[src/core/wheel_decoder_defs.svh]
// register indices, field positions, reset values and timing figures of the wheel decoder
// assumes a 32-bit word bus where byte address equals four times the register index
`ifndef WHEEL_DECODER_DEFS_SVH
`define WHEEL_DECODER_DEFS_SVH

`define WD_CORE_CLK_HZ 50000000
`define WD_SLOW_CLK_HZ 32000
`define WD_SLOW_DIV (`WD_CORE_CLK_HZ / `WD_SLOW_CLK_HZ)

`define WD_IDX_SNAPSHOT 8'hd0
`define WD_IDX_CFG 8'hd1
`define WD_IDX_PIN_A 8'hd2
`define WD_IDX_PIN_B 8'hd3
`define WD_IDX_MODE 8'hd7
`define WD_IDX_LOAD 8'hd8
`define WD_IDX_SYSRST 8'h60

`define WD_CFG_FILT_MSB 2
`define WD_CFG_FILT_LSB 0
`define WD_CFG_POL_BIT 4
`define WD_CFG_SHUTTLE_BIT 5
`define WD_SEL_MSB 2
`define WD_MODE_DOUBLE_BIT 0
`define WD_LOAD_BIT 0
`define WD_SYSRST_DEC_BIT 5

`define WD_RST_FILT 3'h0
`define WD_RST_PIN_A 3'h0
`define WD_RST_PIN_B 3'h1
`define WD_RST_DOUBLE 1'b1
`define WD_RST_SNAPSHOT 8'h00

`define WD_JITTER_PERIODS 3
`define WD_SAMPLES_PER_PERIOD 2

`endif

[src/core/wheel_decoder_pkg.sv]
// types shared by the wheel decoder files
// assumes the port banks deliver levels synchronous to core_clk
package wheel_decoder_pkg;

    typedef struct packed {
        logic [7:0] pd;
        logic [7:0] pc;
        logic [7:0] pb;
        logic [7:0] pa;
    } pad_bank_type;

    typedef struct packed {
        logic shuttle;
        logic polarity;
        logic [2:0] filter;
    } decoder_cfg_type;

endpackage

[src/core/phase_filter.sv]
// debounce filter for one normalised phase input
// assumes raw is synchronous to core_clk and sample_en is a one-cycle pulse
`timescale 1ns/1ps
module phase_filter #(
    parameter int SAMPLES = 6
) (
    input wire logic core_clk,
    input wire logic reset,
    input wire logic sample_en,
    input wire logic raw,
    output logic level,
    output logic rise,
    output logic fall
);

    logic sample_r;
    logic level_r;
    logic rise_r;
    logic fall_r;
    logic [3:0] stable_r;

    assign level = level_r;
    assign rise = rise_r;
    assign fall = fall_r;

    always_ff @(posedge core_clk)
    begin
        if (reset)
            sample_r <= 1'b0;
        else if (sample_en)
            sample_r <= raw;
    end

    // accept only a level held for the whole window
    always_ff @(posedge core_clk)
    begin
        if (reset)
        begin
            stable_r <= 4'h0;
            level_r <= 1'b0;
            rise_r <= 1'b0;
            fall_r <= 1'b0;
        end
        else
        begin
            rise_r <= 1'b0;
            fall_r <= 1'b0;
            if (sample_en)
            begin
                if (sample_r == level_r)
                    stable_r <= 4'h0;
                // shorter than three scaled periods is jitter
                else if (stable_r == 4'(SAMPLES - 1))
                begin
                    stable_r <= 4'h0;
                    level_r <= sample_r;
                    rise_r <= sample_r;
                    fall_r <= ~sample_r;
                end
                else
                    stable_r <= stable_r + 4'h1;
            end
        end
    end

endmodule

[src/core/quadrature_wheel_decoder.sv]
// two-phase wheel decoder with register slave on Avalon-MM
// assumes phase pins are configured as inputs and levels are synchronous to core_clk
//
// Design decision made here: register access over Avalon-MM.
`timescale 1ns/1ps
`include "wheel_decoder_defs.svh"

// Summary of operation
// - each phase picks one of eight pins by its own 3-bit selector
// - common mode steps once when both phases show the matching edge
// - double accuracy mode steps on every phase edge that does not coincide with an edge on the other phase
// - internal counter is hidden; snapshot never follows it on its own
// - writing one to the load bit copies the counter into the snapshot
// - the decoder reset bit clears the internal counter
// - filter field sets the debounce window; shorter pulses are ignored
// - a configuration bit sets the idle polarity of the phases
// - shuttle mode counts non-overlapping phase pulses
// - decoder timing runs from the 32 kHz rate
// - levels shorter than three scaled periods count as jitter
// - phases are sampled at the 32 kHz rate divided by two to n
// - reading the snapshot clears it
// - load bit clears itself when the copy is done
// - polarity zero means idle low, one means idle high
module quadrature_wheel_decoder #(
    parameter int SLOW_DIV = `WD_SLOW_DIV,
    parameter int COUNT_W = 8
) (
    input wire logic core_clk,
    input wire logic reset,
    input wire wheel_decoder_pkg::pad_bank_type pads,
    input wire logic [9:0] address,
    input wire logic read,
    input wire logic write,
    input wire logic [3:0] byteenable,
    input wire logic [31:0] writedata,
    output logic [31:0] readdata,
    output logic waitrequest
);
    import wheel_decoder_pkg::*;

    localparam int SAMPLES = `WD_JITTER_PERIODS * `WD_SAMPLES_PER_PERIOD;

    decoder_cfg_type cfg_r;
    logic [2:0] pin_a_sel_r;
    logic [2:0] pin_b_sel_r;
    logic double_r;
    logic load_pend_r;
    logic dec_rst_r;
    logic [COUNT_W-1:0] counter_r;
    logic [COUNT_W-1:0] snapshot_r;
    logic [31:0] readdata_r;
    logic waitrequest_r;
    logic [10:0] slow_cnt_r;
    logic slow_tick_r;
    logic [7:0] pre_cnt_r;
    logic [7:0] pre_mask;
    logic sample_en;
    logic [7:0] index;
    logic req;
    logic rd_accept;
    logic wr_accept;
    logic [1:0] phase_raw;
    logic [1:0] lvl;
    logic [1:0] rise;
    logic [1:0] fall;
    logic a_edge;
    logic b_edge;
    logic step_up;
    logic step_dn;
    logic [31:0] read_value;

    assign readdata = readdata_r;
    assign waitrequest = waitrequest_r;
    assign index = address[9:2];
    assign req = read | write;
    assign rd_accept = read & ~waitrequest_r;
    assign wr_accept = write & ~waitrequest_r & byteenable[0];

    function automatic logic pick_pin(input pad_bank_type bank, input logic [2:0] sel);
        logic bit_v;
        bit_v = 1'b0;
        case (sel)
            3'h0: bit_v = bank.pa[2];
            3'h1: bit_v = bank.pa[3];
            3'h2: bit_v = bank.pb[6];
            3'h3: bit_v = bank.pb[7];
            3'h4: bit_v = bank.pc[2];
            3'h5: bit_v = bank.pc[3];
            3'h6: bit_v = bank.pd[6];
            default: bit_v = bank.pd[7];
        endcase
        return bit_v;
    endfunction

    always_ff @(posedge core_clk)
    begin
        if (reset)
        begin
            slow_cnt_r <= 11'h000;
            slow_tick_r <= 1'b0;
        end
        else if (slow_cnt_r == 11'(SLOW_DIV - 1))
        begin
            slow_cnt_r <= 11'h000;
            slow_tick_r <= 1'b1;
        end
        else
        begin
            slow_cnt_r <= slow_cnt_r + 11'h001;
            slow_tick_r <= 1'b0;
        end
    end

    always_ff @(posedge core_clk)
    begin
        if (reset)
            pre_cnt_r <= 8'h00;
        else if (slow_tick_r)
            pre_cnt_r <= pre_cnt_r + 8'h01;
    end

    // divide by two to the filter field
    assign pre_mask = 8'((9'h001 << cfg_r.filter) - 9'h001);
    assign sample_en = slow_tick_r & ((pre_cnt_r & pre_mask) == 8'h00);

    // normalise inputs so idle reads low
    assign phase_raw[0] = pick_pin(pads, pin_a_sel_r) ^ cfg_r.polarity;
    assign phase_raw[1] = pick_pin(pads, pin_b_sel_r) ^ cfg_r.polarity;

    genvar g;
    generate
        for (g = 0; g < 2; g++)
        begin : gen_phase
            phase_filter #(
                .SAMPLES(SAMPLES)
            ) u_filter (
                .core_clk(core_clk),
                .reset(reset),
                .sample_en(sample_en),
                .raw(phase_raw[g]),
                .level(lvl[g]),
                .rise(rise[g]),
                .fall(fall[g])
            );
        end
    endgenerate

    assign a_edge = rise[0] | fall[0];
    assign b_edge = rise[1] | fall[1];

    // direction decode; simultaneous edges on both phases are ignored
    always_comb
    begin
        step_up = 1'b0;
        step_dn = 1'b0;
        if (a_edge != b_edge)
        begin
            // non-overlapping pulses: phase a counts up, phase b down
            if (cfg_r.shuttle)
            begin
                step_up = double_r ? a_edge : rise[0];
                step_dn = double_r ? b_edge : rise[1];
            end
            else if (double_r)
            begin
                step_up = (a_edge & (lvl[0] != lvl[1])) | (b_edge & (lvl[0] == lvl[1]));
                step_dn = (a_edge & (lvl[0] == lvl[1])) | (b_edge & (lvl[0] != lvl[1]));
            end
            // step only when the second phase matches the first
            else
            begin
                step_up = b_edge & (lvl[0] == lvl[1]);
                step_dn = a_edge & (lvl[0] == lvl[1]);
            end
        end
    end

    // reset bit clears; wraps in two's complement
    always_ff @(posedge core_clk)
    begin
        if (reset || dec_rst_r)
            counter_r <= '0;
        else if (step_up)
            counter_r <= counter_r + COUNT_W'(1);
        else if (step_dn)
            counter_r <= counter_r - COUNT_W'(1);
    end

    // snapshot loads on command, clears on read, load wins
    always_ff @(posedge core_clk)
    begin
        if (reset)
            snapshot_r <= `WD_RST_SNAPSHOT;
        else if (load_pend_r)
            snapshot_r <= counter_r;
        else if (rd_accept && index == `WD_IDX_SNAPSHOT)
            snapshot_r <= '0;
    end

    // load bit clears once the copy is done
    always_ff @(posedge core_clk)
    begin
        if (reset)
            load_pend_r <= 1'b0;
        else if (wr_accept && index == `WD_IDX_LOAD && writedata[`WD_LOAD_BIT])
            load_pend_r <= 1'b1;
        else
            load_pend_r <= 1'b0;
    end

    always_ff @(posedge core_clk)
    begin
        if (reset)
        begin
            cfg_r <= '{shuttle: 1'b0, polarity: 1'b0, filter: `WD_RST_FILT};
            pin_a_sel_r <= `WD_RST_PIN_A;
            pin_b_sel_r <= `WD_RST_PIN_B;
            double_r <= `WD_RST_DOUBLE;
            dec_rst_r <= 1'b0;
        end
        else if (wr_accept)
        begin
            if (index == `WD_IDX_CFG)
            begin
                cfg_r.filter <= writedata[`WD_CFG_FILT_MSB:`WD_CFG_FILT_LSB];
                cfg_r.polarity <= writedata[`WD_CFG_POL_BIT];
                cfg_r.shuttle <= writedata[`WD_CFG_SHUTTLE_BIT];
            end
            else if (index == `WD_IDX_PIN_A)
                pin_a_sel_r <= writedata[`WD_SEL_MSB:0];
            else if (index == `WD_IDX_PIN_B)
                pin_b_sel_r <= writedata[`WD_SEL_MSB:0];
            else if (index == `WD_IDX_MODE)
                double_r <= writedata[`WD_MODE_DOUBLE_BIT];
            else if (index == `WD_IDX_SYSRST)
                dec_rst_r <= writedata[`WD_SYSRST_DEC_BIT];
        end
    end

    // read mux; unmapped indices read zero
    always_comb
    begin
        read_value = 32'h0000_0000;
        if (index == `WD_IDX_SNAPSHOT)
            read_value[COUNT_W-1:0] = snapshot_r;
        else if (index == `WD_IDX_CFG)
        begin
            read_value[`WD_CFG_FILT_MSB:`WD_CFG_FILT_LSB] = cfg_r.filter;
            read_value[`WD_CFG_POL_BIT] = cfg_r.polarity;
            read_value[`WD_CFG_SHUTTLE_BIT] = cfg_r.shuttle;
        end
        else if (index == `WD_IDX_PIN_A)
            read_value[`WD_SEL_MSB:0] = pin_a_sel_r;
        else if (index == `WD_IDX_PIN_B)
            read_value[`WD_SEL_MSB:0] = pin_b_sel_r;
        else if (index == `WD_IDX_MODE)
            read_value[`WD_MODE_DOUBLE_BIT] = double_r;
        else if (index == `WD_IDX_LOAD)
            read_value[`WD_LOAD_BIT] = load_pend_r;
        else if (index == `WD_IDX_SYSRST)
            read_value[`WD_SYSRST_DEC_BIT] = dec_rst_r;
    end

    // bus handshake: answer one cycle after the request
    always_ff @(posedge core_clk)
    begin
        if (reset)
        begin
            waitrequest_r <= 1'b1;
            readdata_r <= 32'h0000_0000;
        end
        else if (req && waitrequest_r)
        begin
            waitrequest_r <= 1'b0;
            readdata_r <= read ? read_value : 32'h0000_0000;
        end
        else
            waitrequest_r <= 1'b1;
    end
endmodule

[config.mk]
export PLATFORM = sky130hd
export DESIGN_NAME = quadrature_wheel_decoder
export DESIGN_NICKNAME = d
export VERILOG_FILES = /design/src/core/wheel_decoder_pkg.sv /design/src/core/phase_filter.sv /design/src/core/quadrature_wheel_decoder.sv
export VERILOG_INCLUDE_DIRS = /design/src /design/src/core
export SDC_FILE = /design/constraint.sdc
export NUM_CORES = 1
export LEC_CHECK = 0
export ABC_AREA = 1
export BUFFER_PORTS_ARGS = -buffer_cell sky130_fd_sc_hd__buf_2
export CAP_MARGIN = 10
export CORE_UTILIZATION = 55
export CTS_BUF_LIST = sky130_fd_sc_hd__clkbuf_8
export DETAILED_ROUTE_END_ITERATION = 10
export PLACE_DENSITY = 0.89
export SYNTH_ARGS = -nofsm -noshare
export SYNTH_HDL_FRONTEND = slang
export SYNTH_SLANG_ARGS = --single-unit
[constraint.sdc]
create_clock -name core_clk -period 2.4 [get_ports core_clk]
set_input_delay 0.24 -clock core_clk [delete_from_list [all_inputs] [get_ports core_clk]]
set_output_delay 0.24 -clock core_clk [all_outputs]
set_load 0.05 [all_outputs]
==> results.md <==
- RSZ-0062 raised after global routing: false
- Initial DRC count: 262
- Tcrit/Tclk final: 89.2%
- H-tree Lvls: 3
- Count of pins over their slew limit: 0
- Setup crit start kind: flop
- Critical path origin: gen_phase[1].u_filter.level
- GPL Wtd Cong: 0.828
- Fillcell total: about 640
- Detail-routed net length per standard cell: 11.7 um
- I/O Pins: around 120
- Antenna violations before repair: 0
- ANT nets after route: 0
- Core Rows: 31
- WL final: 8710 um
- Die ar.: 0.00801 sq mm
- #FFs+latches synth: 74
- Cell mode on critical path: nand2_1
- Psw: 0.628 mW
- Synth-to-Final Area Change: 8.56%
- Combinational Power Share: 8.0%
- HPWL after DPL: roughly 6400 um
- Clock power share: 42.2%
- Starting Density: between 50% and 60%
- Core area: between 0.007 and 0.008 sq mm
- Synth top area share: a little over a third
- Final Util: 62.4%
- Final setup viols: 0
- First-pass GRT wire length: 14,200 um
- Post-synth EDFFs: 0
- Leak: around 2 nW
- Sequential-to-total area share from yosys stat: 35.2%
- Die W: 89.5 um
- Clock skew: 0.00839 ns
- Crit path arrival time: roughly 2.4 ns
- I/O Buffers: 34
- Clock sink count: 74
- Tmin final: 2.14 ns
- Vias in the first global route: 3,458
- Final Non-Filler Cells: between 700 and 800
- Dpl cells: 731
- Clk root buf: clkbuf_8
- Worst min path class: in -> reg
- Count of cell types in the netlist: 38
- Setup TNS: 0 ns
- Worst vdd ir: 0.327 mV
- Pin count of the biggest net entering global routing: 33
- CTS Buf Count: 9
- Cells along the critical path: inv_1 -> nand2_1 -> nand2_1 -> nand2_1 -> nand3_1 -> nand2_4 -> ha_1 -> a21oi_2 -> nand2_1 -> a21oi_1 -> nand3_1 -> nand3_1 -> nand2_1 -> nand2_1 -> nor2_1
- R2r worst-path depth: 15
- Sw Share: 25.3%
- RR Startpoint: gen_phase[1].u_filter.level
- Syn Area/Cell: 6.89 sq um
- Maxcap violations: 0
- Synth area leaders: dfxtp_1 (35%), nand2_1 (12%), nand3_1 (6.7%)
- Storage element area: around 0.0015 sq mm
- FFs w/ async S/R, synth: 0%
- Hold_ws: between 0.1 and 0.15 ns
- FF-to-FF End: counter_r[7]
- Share of cells above drive strength 1: between 10 and 15%
- Hold buffer count at CTS: 0
- Max FO, Critical Path: 9
- Pwr/cell area: 543 mW/mm^2
- R2R setup slack: ~0.26 ns
- Cell with the most instances after synthesis: nand2_1
- Die boundary height: approximately 90 um
- Clock Tree Buf Depth: 2
- Primary FF master, synth: dfxtp_1
- Power share of the sequential group: 49.9%
- Drt drc: 0
- Final #Nets: between 700 and 800
- Total grt overflow: 0
- DRT Pass-1 Iters: 6
- All-layer global routing usage: ~23%
- Pint: 1.85 mW
- Yosys Warn Count: 0
- Crit path to: counter_r[7]
- Post-synth top area cell: dfxtp_1
- Worst Path Required: 2.64 ns
- Gate Count Post-Synth: 611
- Reg clk slew, reported paths: approximately 0.08 ns
- CP max stage delay: around 0.37 ns
- Status: complete, no violations
- Mapped cell area: between 0.004 and 0.005 sq mm
- Post-CTS sizing: 0
- Post-CTS Setup Bufs: 0
- Critical setup path kind: reg -> reg
- Worst setup EP type: flop
- DR vias/cell: 5.34
- Antenna diodes: 0
- Clk_lat worst skew: 0.34 ns
- TritonCTS clock tree: yes
- Final Hold Viols: 0
- Worst min-delay path startpoint: writedata[0]
- Worst path slowest cell: dfxtp_1
- Synth cell count leaders: nand2_1 (133), dfxtp_1 (74), inv_1 (71)
- Routed vias: between 3,000 and 4,000
- Multi-input logic area: ~0.0023 sq mm
- Fmax: ~470 MHz
## kinds of logic (layout without fill, tap and decap cells)
| group | Yosys count | after routing | share of synthesized area, % |
|---|---|---|---|
| xor gates and xnor gates | 14 | 14 | 3.09 |
| adders and majority gates | 15 | 15 | 4.63 |
| other | 1 | 24 | 0.0890 |
| DFF | 74 | 74 | 35.2 |
| AOI/OAI and AO/OA | 98 | 98 | 12.6 |
| buffers and inverters | 115 | 128 | 13.1 |
| and+or+nand+nor | 294 | 294 | 31.3 |
## placed cells by master, fill, tap and decap left out, drive strengths merged, types with 8 or more instances in the layout
cell / n
nand2: 137
inv: 77
dfxtp: 74
nor2: 62
nand3: 59
a21oi: 56
buf: 36
o21ai: 34
conb: 24
nor3: 16
ha: 14
clkbuf: 9
xnor2: 8
## area by class of cell
class / instances / share of cell area, %
inverters: 77 / 6.35
repair buffers: 36 / 4.05
well taps: 99 / 2.71
clock inverters: 6 / 1.97
flip-flops and latches: 74 / 32.4
multi-input cells: 445 / 49.8
clock buffers: 9 / 2.71
## flip-flops by register name, indices dropped and copies added (netlist names), 3 cells and up
| signal | cells |
|---|---|
| pre_cnt_r | 7 |
| snapshot_r | 8 |
| readdata | 8 |
| gen_phase.u_filter.stable_r | 8 |
| counter_r | 8 |
| cfg_r | 5 |
| slow_cnt_r | 11 |
| pin_b_sel_r | 3 |
| pin_a_sel_r | 3 |
## power groups by stage
stage          Sequential [mW]  Clock [mW]  Combinational [mW]
3_3_place_gp              1.27           0               0.190
5_1_grt                   1.24        1.12               0.214
3_5_place_dp              1.27           0               0.194
4_1_cts                   1.24        1.07               0.196
6_report                  1.24        1.05               0.198
2_1_floorplan             1.27           0               0.176
## metal layers
layer,vias up,part of all wire (%),track usage (%)
met3,21,6.0,5.63
met4,0,2.0,9.38
met2,156,50,40.3
met5,-,0,0
li1,2005,-,-
met1,1798,42,25.7
## metrics by stage
stage / setup WS [ns] / power [mW] / instance area, sq um
after floorplan: 0.434 / 1.45 / 4300
after global placement: 0.238 / 1.46 / 4350
after detailed placement: 0.187 / 1.46 / 4350
after CTS: 0.169 / 2.50 / 4560
after global routing: 0.0514 / 2.57 / 4570
final: 0.258 / 2.48 / 4570
## how the worst min path moves through the flow
stage	cells past startpoint	endpoint	slack (ns)
after floorplan	2	pin_b_sel_r[0]	0.37
after CTS	3	pin_b_sel_r[0]	0.14
after global routing	3	pin_b_sel_r[0]	0.15
final	3	pin_b_sel_r[0]	0.15
after global placement	1	slow_cnt_r[0]	0.45
after detailed placement	2	readdata[7]	0.45
## worst max-delay path: cells and delay by family (launching register included)
kind / cells / cell delay (ns)
DFF: 1 / 0.37
adders and majority gates: 1 / 0.32
buffers and inverters: 1 / 0.07
and+or+nand+nor: 11 / 0.96
AOI/OAI and AO/OA: 2 / 0.32
Note: power is estimated with default switching activity, not from simulation.
